===== src/hdl/pes_regs.svh =====
// register offsets, field positions, reset values and timing counts of the protection supervisor
`ifndef PES_REGS_SVH
`define PES_REGS_SVH
`define PES_CTRL_OFS 12'h000
`define PES_RESP_OFS 12'h004
`define PES_PDT_DLY_OFS 12'h008
`define PES_WDG_DLY_OFS 12'h00c
`define PES_WDG_START_OFS 12'h010
`define PES_LIM_CFG_OFS 12'h014
`define PES_STATUS_OFS 12'h018
`define PES_IRQ_STAT_OFS 12'h01c
`define PES_IRQ_MASK_OFS 12'h020
`define PES_ACK_OFS 12'h024
`define PES_RESP_PDT_LSB 0
`define PES_RESP_WDG_LSB 4
`define PES_RESP_OPI_LSB 8
`define PES_RESP_MFAN_LSB 12
`define PES_RESP_IFAN_LSB 16
`define PES_LIM_SEL_LSB 0
`define PES_LIM_TYPE_LSB 2
`define PES_LIM_EN_LSB 4
`define PES_LIM_THR_LSB 16
`define PES_CTRL_OPI_HOLD_BIT 0
`define PES_CTRL_BRK_OWN_BIT 1
`define PES_CTRL_RUN_BIT 2
`define PES_RESP_RST 32'h0000_0000
`define PES_DLY_RST 16'h000a
`define PES_OPI_LOSS_MS 5000
`define PES_TICK_NS 1000000
`define PES_CLK_NS 10
`define PES_TICK_CYC (`PES_TICK_NS / `PES_CLK_NS)
`endif


===== src/hdl/pes_pkg.sv =====
// types of the protection supervisor
package pes_pkg;
    typedef enum logic [3:0] {
        PES_R_IGNORE = 4'h0,
        PES_R_INFO = 4'h1,
        PES_R_INFO2 = 4'h2,
        PES_R_WARN = 4'h3,
        PES_R_WARN_HOLD = 4'h4,
        PES_R_FAULT = 4'ha,
        PES_R_FAULT_BRK = 4'hb,
        PES_R_WARN_RAMP = 4'hd
    } pes_resp_t;
    typedef struct packed {
        logic log;
        logic warn;
        logic ramp;
        logic fault;
        logic brk;
    } pes_act_t;
    typedef struct packed {
        logic [1:0] sel;
        logic [1:0] kind;
        logic [1:0] en;
        logic [15:0] thr;
    } pes_lim_t;
    typedef struct packed {
        logic [15:0] dc_cur;
        logic [15:0] dc_pwr;
        logic [15:0] grid_cur;
        logic [15:0] grid_pwr;
    } pes_meas_t;
endpackage


===== src/hdl/pes_supervisor.sv =====
// protection event supervisor with ahb-lite register slave
`timescale 1ns/100ps
`include "pes_regs.svh"
module pes_supervisor #(
    parameter int TICK_CYC = `PES_TICK_CYC,
    parameter int OPI_LOSS_TICKS = `PES_OPI_LOSS_MS
) (
    input wire logic clk,
    input wire logic resetn,
    input wire logic hsel,
    input wire logic [31:0] haddr,
    input wire logic [1:0] htrans,
    input wire logic hwrite,
    input wire logic [2:0] hsize,
    input wire logic [31:0] hwdata,
    input wire logic hready,
    output logic [31:0] hrdata,
    output logic hreadyout,
    output logic hresp,
    input wire logic pd_update,
    input wire logic wdg_trip,
    input wire logic opi_alive,
    input wire logic main_fan_fail,
    input wire logic int_fan_fail,
    input wire logic wake,
    input wire pes_pkg::pes_meas_t meas,
    output logic irq,
    output logic warning,
    output logic fault,
    output logic modulation_stop,
    output logic main_breaker_open,
    output logic current_limit_ramp,
    output logic dc_link_discharge,
    output logic release_control,
    output logic log_event
);
    import pes_pkg::*;

    // ----------------------------------------
    // helpers
    // ----------------------------------------
    // illegal codes for a given event map to ignore
    function automatic pes_act_t decode(input logic [3:0] c, input logic ramp_ok,
                                        input logic opi, input logic own);
        pes_act_t a;
        a = '0;
        unique case (c)
            PES_R_INFO: a.log = !opi;
            PES_R_INFO2: a.log = opi;
            PES_R_WARN: a.warn = !opi;
            PES_R_WARN_HOLD: a.warn = opi;
            PES_R_WARN_RAMP: begin
                a.warn = ramp_ok;
                a.ramp = ramp_ok;
            end
            PES_R_FAULT: a.fault = 1'b1;
            PES_R_FAULT_BRK: begin
                a.fault = 1'b1;
                a.brk = own;
            end
            default: a = '0;
        endcase
        return a;
    endfunction

    function automatic logic [15:0] dly_inc(input logic [15:0] v, input logic tk);
        return (tk && v != 16'hffff) ? v + 16'h0001 : v;
    endfunction

    // ----------------------------------------
    // pin synchronisers
    // ----------------------------------------
    logic [5:0] s1_r, s2_r, s3_r;
    logic [5:0] pins;
    assign pins = {wake, int_fan_fail, main_fan_fail, opi_alive, wdg_trip, pd_update};
    always_ff @(posedge clk or negedge resetn) begin
        if (!resetn) begin
            s1_r <= 6'h00;
            s2_r <= 6'h00;
            s3_r <= 6'h00;
        end else begin
            s1_r <= pins;
            s2_r <= s1_r;
            s3_r <= s2_r;
        end
    end
    logic pd_edge, opi_edge;
    assign pd_edge = s2_r[0] && !s3_r[0];
    assign opi_edge = s2_r[2] != s3_r[2];

    // ----------------------------------------
    // registers
    // ----------------------------------------
    logic [31:0] ctrl_r, ctrl_nxt, resp_r, resp_nxt, lim_r, lim_nxt;
    logic [15:0] pdt_dly_r, pdt_dly_nxt, wdg_dly_r, wdg_dly_nxt, wst_r, wst_nxt;
    logic [4:0] ist_r, ist_nxt, imask_r, imask_nxt;
    logic ack_pulse;
    logic [11:0] a_ofs_r;
    logic a_wr_r, a_rd_r;
    logic [31:0] rdata_nxt;
    logic hready_r;
    logic [4:0] ev_set;
    logic [15:0] status_w;
    pes_lim_t lim;
    assign lim = pes_lim_t'({lim_r[1:0], lim_r[3:2], lim_r[5:4], lim_r[31:16]});

    always_comb begin
        ctrl_nxt = ctrl_r;
        resp_nxt = resp_r;
        lim_nxt = lim_r;
        pdt_dly_nxt = pdt_dly_r;
        wdg_dly_nxt = wdg_dly_r;
        wst_nxt = wst_r;
        imask_nxt = imask_r;
        ack_pulse = 1'b0;
        // set wins over write-one clear
        ist_nxt = ist_r;
        if (a_wr_r && a_ofs_r == `PES_IRQ_STAT_OFS) begin
            ist_nxt = ist_r & ~hwdata[4:0];
        end
        ist_nxt = ist_nxt | ev_set;
        if (a_wr_r) begin
            unique case (a_ofs_r)
                `PES_CTRL_OFS: ctrl_nxt = {29'h0, hwdata[2:0]};
                `PES_RESP_OFS: resp_nxt = {12'h0, hwdata[19:0]};
                `PES_PDT_DLY_OFS: pdt_dly_nxt = hwdata[15:0];
                `PES_WDG_DLY_OFS: wdg_dly_nxt = hwdata[15:0];
                `PES_WDG_START_OFS: wst_nxt = hwdata[15:0];
                `PES_LIM_CFG_OFS: lim_nxt = {hwdata[31:16], 10'h0, hwdata[5:0]};
                `PES_IRQ_MASK_OFS: imask_nxt = hwdata[4:0];
                `PES_ACK_OFS: ack_pulse = hwdata[0];
                default: ;
            endcase
        end
        rdata_nxt = 32'h0000_0000;
        if (a_rd_r) begin
            unique case (a_ofs_r)
                `PES_CTRL_OFS: rdata_nxt = ctrl_r;
                `PES_RESP_OFS: rdata_nxt = resp_r;
                `PES_PDT_DLY_OFS: rdata_nxt = {16'h0, pdt_dly_r};
                `PES_WDG_DLY_OFS: rdata_nxt = {16'h0, wdg_dly_r};
                `PES_WDG_START_OFS: rdata_nxt = {16'h0, wst_r};
                `PES_LIM_CFG_OFS: rdata_nxt = lim_r;
                `PES_STATUS_OFS: rdata_nxt = {16'h0, status_w};
                `PES_IRQ_STAT_OFS: rdata_nxt = {27'h0, ist_r};
                `PES_IRQ_MASK_OFS: rdata_nxt = {27'h0, imask_r};
                default: rdata_nxt = 32'h0000_0000;
            endcase
        end
    end

    always_ff @(posedge clk or negedge resetn) begin
        if (!resetn) begin
            a_ofs_r <= 12'h000;
            a_wr_r <= 1'b0;
            a_rd_r <= 1'b0;
            ctrl_r <= 32'h0000_0000;
            resp_r <= `PES_RESP_RST;
            lim_r <= 32'h0000_0000;
            pdt_dly_r <= `PES_DLY_RST;
            wdg_dly_r <= `PES_DLY_RST;
            wst_r <= `PES_DLY_RST;
            ist_r <= 5'h00;
            imask_r <= 5'h00;
            hrdata <= 32'h0000_0000;
            hready_r <= 1'b1;
        end else begin
            a_ofs_r <= haddr[11:0];
            a_wr_r <= hsel && hready && htrans[1] && hwrite;
            a_rd_r <= hsel && hready && htrans[1] && !hwrite;
            ctrl_r <= ctrl_nxt;
            resp_r <= resp_nxt;
            lim_r <= lim_nxt;
            pdt_dly_r <= pdt_dly_nxt;
            wdg_dly_r <= wdg_dly_nxt;
            wst_r <= wst_nxt;
            ist_r <= ist_nxt;
            imask_r <= imask_nxt;
            hrdata <= rdata_nxt;
            // one wait state on reads only
            hready_r <= !(hsel && hready && htrans[1] && !hwrite);
        end
    end
    // reads decode after a preceding write has landed, so no stale data
    assign hreadyout = hready_r;
    assign hresp = 1'b0;

    // ----------------------------------------
    // time base and delay counters
    // ----------------------------------------
    logic [31:0] tdiv_r, tdiv_nxt;
    logic tick;
    logic [15:0] pdt_cnt_r, pdt_cnt_nxt, wdg_cnt_r, wdg_cnt_nxt, st_cnt_r, st_cnt_nxt;
    logic [15:0] opi_cnt_r, opi_cnt_nxt;
    logic awake_r, awake_nxt;
    assign tick = tdiv_r == 32'(TICK_CYC - 1);

    always_comb begin
        tdiv_nxt = tick ? 32'h0 : tdiv_r + 32'h1;
        pdt_cnt_nxt = pd_edge ? 16'h0 : dly_inc(pdt_cnt_r, tick);
        wdg_cnt_nxt = s2_r[1] ? dly_inc(wdg_cnt_r, tick) : 16'h0;
        awake_nxt = awake_r || s2_r[5];
        st_cnt_nxt = awake_r ? dly_inc(st_cnt_r, tick) : 16'h0;
        opi_cnt_nxt = (opi_edge || !ctrl_r[`PES_CTRL_OPI_HOLD_BIT]) ? 16'h0
                      : dly_inc(opi_cnt_r, tick);
    end

    always_ff @(posedge clk or negedge resetn) begin
        if (!resetn) begin
            tdiv_r <= 32'h0;
            pdt_cnt_r <= 16'h0;
            wdg_cnt_r <= 16'h0;
            st_cnt_r <= 16'h0;
            opi_cnt_r <= 16'h0;
            awake_r <= 1'b0;
        end else begin
            tdiv_r <= tdiv_nxt;
            pdt_cnt_r <= pdt_cnt_nxt;
            wdg_cnt_r <= wdg_cnt_nxt;
            st_cnt_r <= st_cnt_nxt;
            opi_cnt_r <= opi_cnt_nxt;
            awake_r <= awake_nxt;
        end
    end

    // ----------------------------------------
    // event detection and limit supervision
    // ----------------------------------------
    logic ev_pdt, ev_wdg, ev_opi, ev_mfan, ev_ifan, lim_act;
    logic [15:0] sup_val;
    logic lim_gate, lim_beyond;
    logic run, own, ramp_r, ramp_nxt;
    assign run = ctrl_r[`PES_CTRL_RUN_BIT];
    assign own = ctrl_r[`PES_CTRL_BRK_OWN_BIT];
    assign ev_pdt = pdt_cnt_r >= pdt_dly_r;
    assign ev_wdg = wdg_cnt_r >= wdg_dly_r && st_cnt_r >= wst_r;
    assign ev_opi = ctrl_r[`PES_CTRL_OPI_HOLD_BIT]
                    && opi_cnt_r >= 16'(OPI_LOSS_TICKS);
    assign ev_mfan = s2_r[3];
    assign ev_ifan = s2_r[4];

    always_comb begin
        unique case (lim.sel)
            2'd0: sup_val = meas.dc_cur;
            2'd1: sup_val = meas.dc_pwr;
            2'd2: sup_val = meas.grid_cur;
            default: sup_val = meas.grid_pwr;
        endcase
        unique case (lim.en)
            2'd0: lim_gate = 1'b0;
            2'd1: lim_gate = 1'b1;
            2'd2: lim_gate = ramp_r;
            default: lim_gate = run;
        endcase
        unique case (lim.kind)
            2'd1: lim_beyond = $signed(sup_val) < $signed(lim.thr);
            2'd2: lim_beyond = $signed(sup_val) > $signed(lim.thr);
            default: lim_beyond = 1'b0;
        endcase
    end
    assign lim_act = lim_gate && lim_beyond;

    // ----------------------------------------
    // response decoding and latched actions
    // ----------------------------------------
    pes_act_t a_pdt, a_wdg, a_opi, a_mf, a_if, act_all;
    logic [4:0] ev_now, ev_prev_r;
    logic hold_warn_r, hold_warn_nxt, lim_flt_r;
    assign a_pdt = ev_pdt ? decode(resp_r[3:0], 1'b1, 1'b0, own) : '0;
    assign a_wdg = ev_wdg ? decode(resp_r[7:4], 1'b1, 1'b0, own) : '0;
    assign a_opi = ev_opi ? decode(resp_r[11:8], 1'b0, 1'b1, own) : '0;
    assign a_mf = ev_mfan ? decode(resp_r[15:12], 1'b0, 1'b0, own) : '0;
    assign a_if = ev_ifan ? decode(resp_r[19:16], 1'b0, 1'b0, own) : '0;
    assign act_all = a_pdt | a_wdg | a_opi | a_mf | a_if;
    assign ev_now = {ev_ifan, ev_mfan, ev_opi, ev_wdg, ev_pdt};
    assign ev_set = ev_now & ~ev_prev_r;
    assign status_w = {8'h0, lim_flt_r, ramp_r, hold_warn_r, ev_now};

    always_comb begin
        // ramp and held warning persist until acknowledge
        ramp_nxt = act_all.ramp || (ramp_r && !ack_pulse);
        hold_warn_nxt = a_opi.warn || (hold_warn_r && !ack_pulse);
    end

    always_ff @(posedge clk or negedge resetn) begin
        if (!resetn) begin
            ev_prev_r <= 5'h00;
            ramp_r <= 1'b0;
            hold_warn_r <= 1'b0;
            lim_flt_r <= 1'b0;
            irq <= 1'b0;
            warning <= 1'b0;
            fault <= 1'b0;
            modulation_stop <= 1'b0;
            main_breaker_open <= 1'b0;
            current_limit_ramp <= 1'b0;
            dc_link_discharge <= 1'b0;
            release_control <= 1'b0;
            log_event <= 1'b0;
        end else begin
            ev_prev_r <= ev_now;
            ramp_r <= ramp_nxt;
            hold_warn_r <= hold_warn_nxt;
            lim_flt_r <= lim_act;
            irq <= |(ist_nxt & imask_r);
            warning <= act_all.warn || hold_warn_nxt || ramp_nxt;
            fault <= act_all.fault || lim_act;
            modulation_stop <= act_all.fault || (lim_act && run);
            main_breaker_open <= act_all.brk || (lim_act && own);
            current_limit_ramp <= ramp_nxt;
            dc_link_discharge <= lim_act;
            release_control <= ev_opi;
            log_event <= |(ev_set & {a_if.log, a_mf.log, a_opi.log, a_wdg.log, a_pdt.log});
        end
    end
endmodule


===== config.mk =====
export PLATFORM = sky130hd
export DESIGN_NAME = pes_supervisor
export DESIGN_NICKNAME = d
export VERILOG_FILES = /design/src/hdl/pes_pkg.sv /design/src/hdl/pes_supervisor.sv
export VERILOG_INCLUDE_DIRS = /design/src /design/src/hdl
export SDC_FILE = /design/constraint.sdc
export NUM_CORES = 1
export LEC_CHECK = 0
export ABC_AREA = 1
export BUFFER_PORTS_ARGS = -buffer_cell sky130_fd_sc_hd__buf_2
export CORE_ASPECT_RATIO = 0.75
export CORE_UTILIZATION = 40
export CTS_CLUSTER_SIZE = 28
export DETAILED_ROUTE_END_ITERATION = 10
export HOLD_SLACK_MARGIN = 0.02
export PLACE_DENSITY = 0.59
export SYNTH_ARGS = -nofsm -noshare
export SYNTH_HDL_FRONTEND = slang
export SYNTH_SLANG_ARGS = --single-unit

===== constraint.sdc =====
create_clock -name clk -period 2.95 [get_ports clk]
set_input_delay 0.4425 -clock clk [delete_from_list [all_inputs] [get_ports clk]]
set_output_delay 0.4425 -clock clk [all_outputs]
set_load 0.005 [all_outputs]

### Word-level counts from Yosys, hierarchy flattened

Cells that the tools add are included.

| word-level totals | value |
|---|---|
| input bits | 144 |
| logic and storage cells | 196 |
| output and inout port bits | 43 |
| register bits after elaboration | 277 |

| cells by class | value |
|---|---|
| equal/unequal tests | 45 |
| bitwise operators | 11 |
| add/sub/neg operators | 5 |
| reductions and logical operators | 52 |
| multiplexer cells | 44 |
| $lt $le $gt $ge | 6 |

Operators with widths:

| kind | number |
|---|---|
| 32-bit one-hot mux with 9 select lines | 1 |
| 16-bit two-way mux | 8 |
| 16-bit by 1-bit adder with 16-bit output, second input constant | 4 |
| 32-bit two-way mux | 2 |
| 16-bit != test, second input constant | 4 |
| 12-bit by 5-bit equality test with 1-bit output, second input constant | 4 |
| 4-bit equality test, second input constant | 12 |
| 16-bit >= comparator | 3 |
| 16-bit one-hot mux with 3 select lines | 1 |
| 32-bit by 1-bit adder with 32-bit output, second input constant | 1 |
| 32-bit by 17-bit equality test with 1-bit output, second input constant | 1 |
| 5-bit two-way mux | 6 |
| 12-bit by 4-bit equality test with 1-bit output, second input constant | 2 |
| 12-bit by 6-bit equality test with 1-bit output, second input constant | 2 |
| 1-bit two-way mux | 24 |
| 5-bit AND | 4 |
| 4-bit by 2-bit equality test with 1-bit output, second input constant | 5 |
| 1-bit logical AND | 17 |
| 4-bit by 1-bit equality test with 1-bit output, second input constant | 4 |
| 16-bit by 13-bit >= comparator with 1-bit output, second input constant | 1 |
| 16-bit > comparator | 1 |
| 16-bit less-than comparator | 1 |
| 4-bit bitwise OR | 4 |
| 2-bit AND reduction | 7 |
| 17 further kinds | 44 |

### Longest topological paths before layout

Gate-level depths: netlist (run 1).

| depth | value |
|---|---|
| depth after elaboration | 10 |
| depth in mapped cells | 22 |
| gate-level depth less buffers | 20 |

### Worst setup path before layout (run 1)

OpenSTA, ideal clock, no wires.

| timing | value |
|---|---|
| path type | register to register |
| from | register lim_r[0] |
| to | register fault |
| path buffers | 2 |
| arrival time | 2295 ps |
| setup time | 122 ps |
| cell stages (with the launch flop) | 18 |
| required time | 2828 ps |
| path slack | 533 ps |
| period minus slack after synthesis | 2417 ps |
| cell sequence | dfrtp_1 -> clkbuf_1 -> inv_1 -> nor2_1 -> buf_2 -> nand2_1 -> nand3_1 -> o21ai_0 -> inv_1 -> ha_1 -> a21oi_1 -> o21ai_0 -> a21oi_1 -> nand2_1 -> nand2_1 -> nand3_1 -> nand3_1 -> nand2_1 |

| on the way | value |
|---|---|
| longest elaborated chain between the ends | 6 |
| elaborated cells on any way between the ends | 9 |
| classes of those cells | 2 x order compare; 2 x eq/ne; 2 x mux; 3 x reduce/logical |

RTL lines:

| item | line | source |
|---|---|---|
| from (decl) | pes_supervisor.sv:94 | `logic [31:0] ctrl_r, ctrl_nxt, resp_r, resp_nxt, lim_r, lim_nxt;` |
| from (signal assigned) | pes_supervisor.sv:173 | `lim_r <= lim_nxt;` |
| 2-bit equality test, or another cell as far along | pes_supervisor.sv:243 | `unique case (lim.sel)` |
| 16-bit one-hot mux with 3 select lines (*) | pes_supervisor.sv:243 |  |
| 16-bit > comparator or 16-bit less-than comparator (tied branches) | pes_supervisor.sv:257, pes_supervisor.sv:256 |  |
| 1-bit one-hot mux with 2 select lines (*) | pes_supervisor.sv:255 | `unique case (lim.kind)` |
| 1-bit logical AND (*) | pes_supervisor.sv:261 | `assign lim_act = lim_gate && lim_beyond;` |
| 1-bit logical OR (*) | pes_supervisor.sv:307 | `fault <= act_all.fault \|\| lim_act;` |
| to (signal assigned) | pes_supervisor.sv:307 |  |
| to (decl) | pes_supervisor.sv:29 | `output logic fault,` |

Mark *: on every way between the ends. The rest lies on a longest branch, timed or not.
A chain may end at the register's enable or synchronous reset.

### Final worst setup path (run 1)

Same ends and word-level chain as after synthesis.

==> out/metrics.csv, run 1 <==
stage,metric,value,unit
synthesis,synth_seq_cells,275,
global_route,grt_max_degree,80,
synthesis,yosys_warnings,0,
global_route,grt.total_usage,22.6,%
worst_setup_path,path_cells,"buf_4, nand2_1, o21ai_0, inv_1, ha_1, a21oi_1, o21ai_0, a21oi_1, nand2_1, nand2_1, nand3_1, nand3_1, nand2_1",
sta,fin_worst_skew,0.0218,ns
cts,h-tree-depth,1,
drt,routedWlPerCell,15.9,um
worst_setup_path,slowest_stage,dfrtp_1,
cts,cts_setup_buffers,0,
synthesis,synthDistinctLibCells,51,
worst_setup_path,cp_top_family,simple AND/OR/NAND/NOR gates,
cells_and_area,utilization,48.0,%
synthesis,ys.flop_type,dfrtp_1,
run_status,status,completed,
synthesis,async_flop_share,100,%
placement,postPlaceCellArea,16700,sq um
sta,period_needed,2.59,ns
die,start_util,40.9,%
die,rows,61,
flow_run,cap_violations,0,
power_and_ir_drop,p_leak,0.00962,uW
cells_and_area,syn2layout_area_growth,17.4,%
placement,dp_cells,2609,
cts,cts.sinks,275,
worst_hold_path,hp-class,in2reg,
cells_and_area,final_cell_area,17900,sq um
global_route,antenna_found_initial,0,
cells_and_area,diodes,0,
global_route,grt_pass1_wl,69400,um
cts,tritoncts,built,
worst_setup_path,critPathLaunchType,flop,
cts,clockBufferDepth,3,
drt,viasPerCell,5.10,
sta,setup_viol,0,
drt,finalWirelength,42800,um
cells_and_area,drive_gt1_share,12.7,%
global_route,overflow,0,
worst_setup_path,arrival,3.03,ns
sta,worst_pin_slew,0.934,ns
worst_setup_path,required,3.39,ns
die,die-height,171,um
placement,dp_hpwl,32500,um
placement,gp_congestion,0.943,
worst_setup_path,slowest_delay,0.37,ns
global_route,grt_pass1_vias,13000,
sta,fin_crit_sh,87.9,%
drt,drc_errors,0,
die,die_w,228,um
drt,vias,13700,
worst_setup_path,crit_path_frequent_cell,nand2_1,
die,dieArea,38900,sq um
cts,worstSkewPairLatency,0.58,ns
die,core_area,37300,sq um
synthesis,syn_avg_cell_area,7.74,sq um
synthesis,syn_nets,2187,
synthesis,syn-instance-count,1971,
sta,slew-limit-headroom,37.6,%
worst_setup_path,path_buf_inv,2,
cts,path_clk_slew,0.06,ns
placement,port_buffers,161,
cts,cts_buffers,30,
sta,grt_setup_unrepaired,false,
worst_setup_path,path_class,reg2reg,
synthesis,seq_area_frac_synth,45.2,%
power_and_ir_drop,p_per_area,457,nW/um^2
sta,hold_violations,0,
drt,first_pass_iters,5,
cts,cts_root_buf,clkbuf_16,
cells_and_area,nNetsFinal,2372,
die,io_pins,187,
cells_and_area,fillers,3699,
drt,drt_iter0_drc,1234,
power_and_ir_drop,peakVddDrop,440,uV
worst_setup_path,critPathCaptureType,flop,
sta,slew_violations,0,
sta,fmax,386,MHz
synthesis,synth_edf_count,0,
synthesis,synth_area,15300,sq um
sta,setup_tns,0,ns
worst_setup_path,crit_fanout,17,
sta,worst_hold_slack,0.0473,ns
cells_and_area,final_cells,2684,
drt,ant_nets,0,
[metrics by stage]
stage,setup slack (ns),total power [uW]
3_3_place_gp,0.441,4300
4_1_cts,0.357,8290
3_5_place_dp,0.372,4310
2_1_floorplan,0.533,4080
5_1_grt,0.0419,8520
6_report,0.357,8180
[flip-flops by register name, indices dropped and copies added (netlist names), 20 cells and up]
name,flops
resp_r,20
hrdata,32
lim_r,22
tdiv_r,32
[layer usage]
metal / GRT usage (%) / up-vias / wire length, um
met4: 3.79 / 0 / 617
met3: 3.73 / 48 / 2620
met2: 33.9 / 357 / 18300
li1: - / 6749 / -
met1: 34.3 / 6543 / 21200
met5: 0 / - / 0
[worst paths after layout]
kind	from	end	slack, ns	cells past startpoint
max in group asynchronous	resetn	tdiv_r[10]	1.73	3
worst min register to register	s1_r[4]	s2_r[4]	0.34	0
min in group asynchronous	resetn	s1_r[5]	0.37	2
worst max register to register	lim_r[0]	fault	0.36	13
worst max-delay path	lim_r[0]	fault	0.36	13
worst min-delay path	hwrite	a_rd_r	0.05	2
[area by class of cell]
cell class	instances	area, sq um	share of cell area [%]
clock buffers	38	821	4.58
well taps	504	631	3.52
clock inverters	18	214	1.19
repair buffers	205	1230	6.87
flip-flops and latches	275	6890	38.5
multi-input cells	1384	7150	39.9
inverters	260	976	5.45
[what timing repair did]
item | CTS | global route
hold endpoints to repair | 68 | 0
resized for setup | 0 | 0
hold buffers | 19 | 0
[placed cells by master (no fill, tap or decap), types with 30 or more instances in the layout]
cell type    n
nand2_1    485
dfrtp_1    268
nor3_1      56
inv_1      253
nand3_1    157
a21oi_1     56
nor2_1     200
xor2_1      60
o21ai_0    142
clkbuf_16   30
nand4_1     40
ha_1        72
buf_2      160
[Yosys cell counts (17+ instances only)]
master    instances  area share (%)
nand4_1          40             1.6
clkbuf_1         30            0.74
ha_1             72             5.9
dfrtp_1         268              44
xor2_1           60             3.4
nand2_1         485              12
nor2_1          200             4.9
a21oi_1          56             1.8
inv_1           253             6.2
o22ai_1          17            0.70
o21ai_0         142             4.7
nand3_1         157             5.1
nor3_1           57             1.9
nor4_1           21            0.86
[cells by family (layout without fill, tap and decap cells)]
| kind of cell | after synthesis | in the layout | share of synthesized area (%) |
|---|---|---|---|
| AOI/OAI and AO/OA | 250 | 250 | 8.90 |
| xor gates and xnor gates | 72 | 72 | 4.13 |
| adders and majority gates | 72 | 72 | 5.90 |
| buffers and inverters | 312 | 521 | 8.04 |
| DFF | 275 | 275 | 45.2 |
| other | 1 | 1 | 0.0246 |
| and+or+nand+nor | 989 | 989 | 27.8 |
[power breakdown]
| part | total [uW] | leakage, uW | switching [uW] | internal [uW] |
|---|---|---|---|---|
| clock network | 3920 | 0.000510 | 1600 | 2320 |
| logic | 403 | 0.00587 | 254 | 149 |
| registers | 3860 | 0.00324 | 39.1 | 3820 |
| total | 8180 | 0.00962 | 1890 | 6290 |
No activity file was read; power rests on OpenSTA's default activity.
==> inputs of run 2 (changes only) <==
Settings changed: ABC_AREA 1 to unset, PLACE_DENSITY 0.59 to 0.6.
==> run 2 against run 1 <==
The flow now finishes with violations (setup timing). Area after synthesis decreased by 9.1%. Clock power decreased by 2%. Combinational power increased by 53%. Die area decreased by 9.0%. Highest routed layer is now met5. Register-to-register slack got worse by 0.46 ns. Design area decreased by 4.9%. Maximum frequency decreased by 15%. Wire length decreased by 16%. Largest power group is now sequential cells. Worst hold slack improved by 0.075 ns. Synthesized cell count decreased by 38%.
==> out/metrics.csv, run 2 <==
stage,metric,value,unit,change
run_status,status,"complete, but fails checks",,
run_status,failed_checks,setup timing,,
sta,slew_violations,0,,unchanged
drt,route.met3.wl,2170,um,-17%
power_and_ir_drop,finalPower,8420,uW,+2.9%
sta,grt_setup_unrepaired,true,,
die,core_area,33800,sq um,-9.4%
placement,gp_congestion,0.856,,-9.2%
sta,fin_worst_skew,0.0121,ns,-0.00976 ns
worst_setup_path,cp_top_family,compound AO/OA/AOI/OAI gates,,
drt,wl_met2,15700,um,-14%
worst_setup_path,critPathLaunchType,flop,,
synthesis,synthTopCellsByArea,"dfrtp_1 (48%), ha_1 (6.5%), mux2_2 (6.3%), xnor2_1 (2.9%), mux4_2 (2.6%)",,
cells_and_area,final_common_cell,dfrtp_1,,
cells_and_area,syn2layout_area_growth,22.7,%,
die,die_w,217,um,-4.6%
synthesis,syn_avg_cell_area,11.4,sq um,+47%
synthesis,synthSimpleGateAreaFrac,14.8,%,-13 points
cells_and_area,regArea,6890,sq um,about the same
worst_setup_path,crit_start,lim_r[0],,
worst_setup_path,path_buf_inv,2,,unchanged
synthesis,synth_area,13900,sq um,-9.1%
die,start_util,41.0,%,+0.14 points
worst_setup_path,critPathCaptureType,flop,,
synthesis,yosys_warnings,0,,unchanged
global_route,overflow,0,,unchanged
worst_setup_path,required,3.39,ns,about the same
synthesis,synth_compound_area_share,9.37,%,+0.47 points
sta,fin_crit_sh,104,%,+16 points
cts,path_clk_slew,0.06,ns,about the same
drt,drt_iter0_drc,747,,-39%
placement,dp_hpwl,26500,um,-18%
worst_hold_path,hp-class,in2reg,,
drt,viasPerCell,5.33,,+4.5%
flow_run,cap_violations,0,,unchanged
synthesis,synthDistinctLibCells,77,,+51%
global_route,grt.total_usage,20.9,%,-1.7 points
drt,wirelength_met1,17300,um,-19%
drt,finalWirelength,36000,um,-16%
power_and_ir_drop,peakVddDrop,453,uV,+3.0%
worst_setup_path,r2r_start,lim_r[0],,
synthesis,synth_top_area_cell,dfrtp_1,,
placement,postPlaceCellArea,15600,sq um,-6.6%
sta,worst_pin_slew,0.905,ns,-0.0298 ns
synthesis,yosysMostFrequentCell,dfrtp_1,,
sta,period_needed,3.06,ns,+0.464 ns
synthesis,async_flop_share,100,%,unchanged
drt,vias,10300,,-25%
drt,dr.max_layer_used,met5,,
drt,drc_errors,0,,unchanged
die,rows,58,,-4.9%
synthesis,synth_top_area_share,48.3,%,+4.4 points
drt,ant_nets,0,,unchanged
die,io_pins,187,,unchanged
synthesis,synth_top_family_by_area,simple AND/OR/NAND/NOR gates,,
sta,hold_violations,0,,unchanged
cells_and_area,nNetsFinal,1668,,-30%
synthesis,yosys-top-cells-count,"dfrtp_1 (268), inv_1 (93), mux2_2 (78)",,
cells_and_area,drive_gt1_share,29.6,%,+17 points
drt,routedWlPerCell,18.7,um,+17%
cells_and_area,top_regs,"hrdata (32), tdiv_r (32), lim_r (22)",,
worst_setup_path,path_class,reg2reg,,
worst_setup_path,path_cells,"buf_12, mux4_2, ha_4, nor2b_1, o211ai_1, a2111oi_4, or4_4, nand4_1, a21o_1, inv_2, a221o_1",,
synthesis,synthAdderAreaFrac,6.49,%,+0.59 points
cts,cts_buffers,29,,-3.3%
synthesis,muxShareOfSynthArea,11.3,%,+11 points
sta,setup_viol,4,,+4
synthesis,syn-instance-count,1217,,-38%
synthesis,synth_xor_area_share,4.55,%,+0.41 points
power_and_ir_drop,p_leak,0.00789,uW,-18%
cells_and_area,fillers,3127,,-15%
cells_and_area,final_cell_area,17000,sq um,-4.9%
worst_setup_path,crit_fanout,7,,-10
sta,slew-limit-headroom,38.7,%,+1.2 points
worst_hold_path,min-delay-start,hwdata[28],,
worst_setup_path,slowest_delay,0.55,ns,+0.18 ns
global_route,grt_max_degree,75,,-6.3%
sta,fmax,327,MHz,-15%
die,die-height,163,um,-4.6%
synthesis,syn_nets,1433,,-34%
global_route,grt_pass1_vias,10500,,-19%
cts,h-tree-depth,1,,unchanged
global_route,antenna_found_initial,3,,+3
cts,clockBufferDepth,3,,unchanged
synthesis,synth_seq_cells,275,,unchanged
drt,first_pass_iters,6,,+1
sta,fin_ws,-0.107,ns,-0.464 ns
cells_and_area,final_cell_mix,"dfrtp_1 (267), buf_2 (160), inv_1 (92)",,
power_and_ir_drop,p_per_area,494,nW/um^2,+8.3%
cts,tritoncts,built,,
worst_setup_path,slowest_stage,mux4_2,,
synthesis,seq_area_frac_synth,49.7,%,+4.5 points
global_route,grt_pass1_wl,58100,um,-16%
cts,cts_root_buf,clkbuf_16,,
synthesis,synth_edf_count,0,,unchanged
cts,cts.sinks,275,,unchanged
worst_setup_path,arrival,3.49,ns,+0.46 ns
synthesis,ys.flop_type,dfrtp_1,,
die,dieArea,35400,sq um,-9.0%
cells_and_area,multiInputGateArea,6680,sq um,-6.6%
cts,worstSkewPairLatency,0.55,ns,-0.03 ns
placement,port_buffers,161,,unchanged
[run 2: final timing paths]
check / slack [ns] / depth (start not counted) / end
min in group asynchronous: 0.46 / 2 / hrdata[14]
setup reg to reg: -0.11 / 11 / modulation_stop
hold / removal: 0.12 / 2 / lim_r[28]
setup / recovery: -0.11 / 11 / modulation_stop
hold reg to reg: 0.35 / 0 / s2_r[2]
max in group asynchronous: 1.63 / 3 / hrdata[24]
[run 2: cells by family after synthesis]
| family | after synthesis |
|---|---|
| buf+inv | 128 |
| xor+xnor | 72 |
| fa+ha+maj | 72 |
| flops | 275 |
| simple gates | 372 |
| compound gates | 180 |
| other cells | 1 |
| mux | 117 |
[run 2: area by class of cell]
class	count	area share, %
clock buffer	38	4.75
inverter	93	2.05
antenna	1	0.0147
sequential	275	40.5
clock inverter	15	1.13
tap	450	3.31
multi-input combinational	814	39.2
timing repair buffer	239	9.07
[run 2: worst reg2reg max path, stage by stage (launching register included)]
cell and delay [ns]:
dfrtp_2 0.42, buf_12 0.15, mux4_2 0.56, ha_4 0.24, nor2b_1 0.12, o211ai_1 0.30, a2111oi_4 0.13, or4_4 0.43
nand4_1 0.10, a21o_1 0.15, inv_2 0.05, a221o_1 0.28
[run 2: stage by stage]
step           TNS [ns]  cells  setup WS (ns)  hold slack, ns  utilization, %
2_1_floorplan         0   1217        0.00415           0.147               -
3_3_place_gp     -0.406   1848         -0.161           0.336            46.1
3_5_place_dp     -0.515   1848         -0.190           0.336            46.1
4_1_cts          -0.213   1923         -0.142          0.0942            49.9
5_1_grt          -0.577   1924         -0.201           0.103            50.3
6_report         -0.204   1925         -0.107           0.122            50.4
[run 2: per-layer routing]
metal | track usage (%) | vias up
met3 | 4.30 | 59
met5 | 0 | -
li1 | - | 4858
met4 | 5.22 | 4
met2 | 31.5 | 249
met1 | 30.5 | 5099
[run 2: repair_timing]
item	in CTS	in global routing
hold buffers	19	0
cloned	1	0
setup endpoints to repair	4	17
pin swaps	4	12
resized for setup	9	23
endpoints found under the hold margin	85	0
buffers inserted	2	2
[run 2: report_power, final]
| part | switching [uW] | total, uW | leakage (uW) | internal (uW) |
|---|---|---|---|---|
| clock network | 1550 | 3840 | 0.000497 | 2280 |
| logic | 308 | 617 | 0.00391 | 309 |
| registers | 93.4 | 3960 | 0.00349 | 3870 |
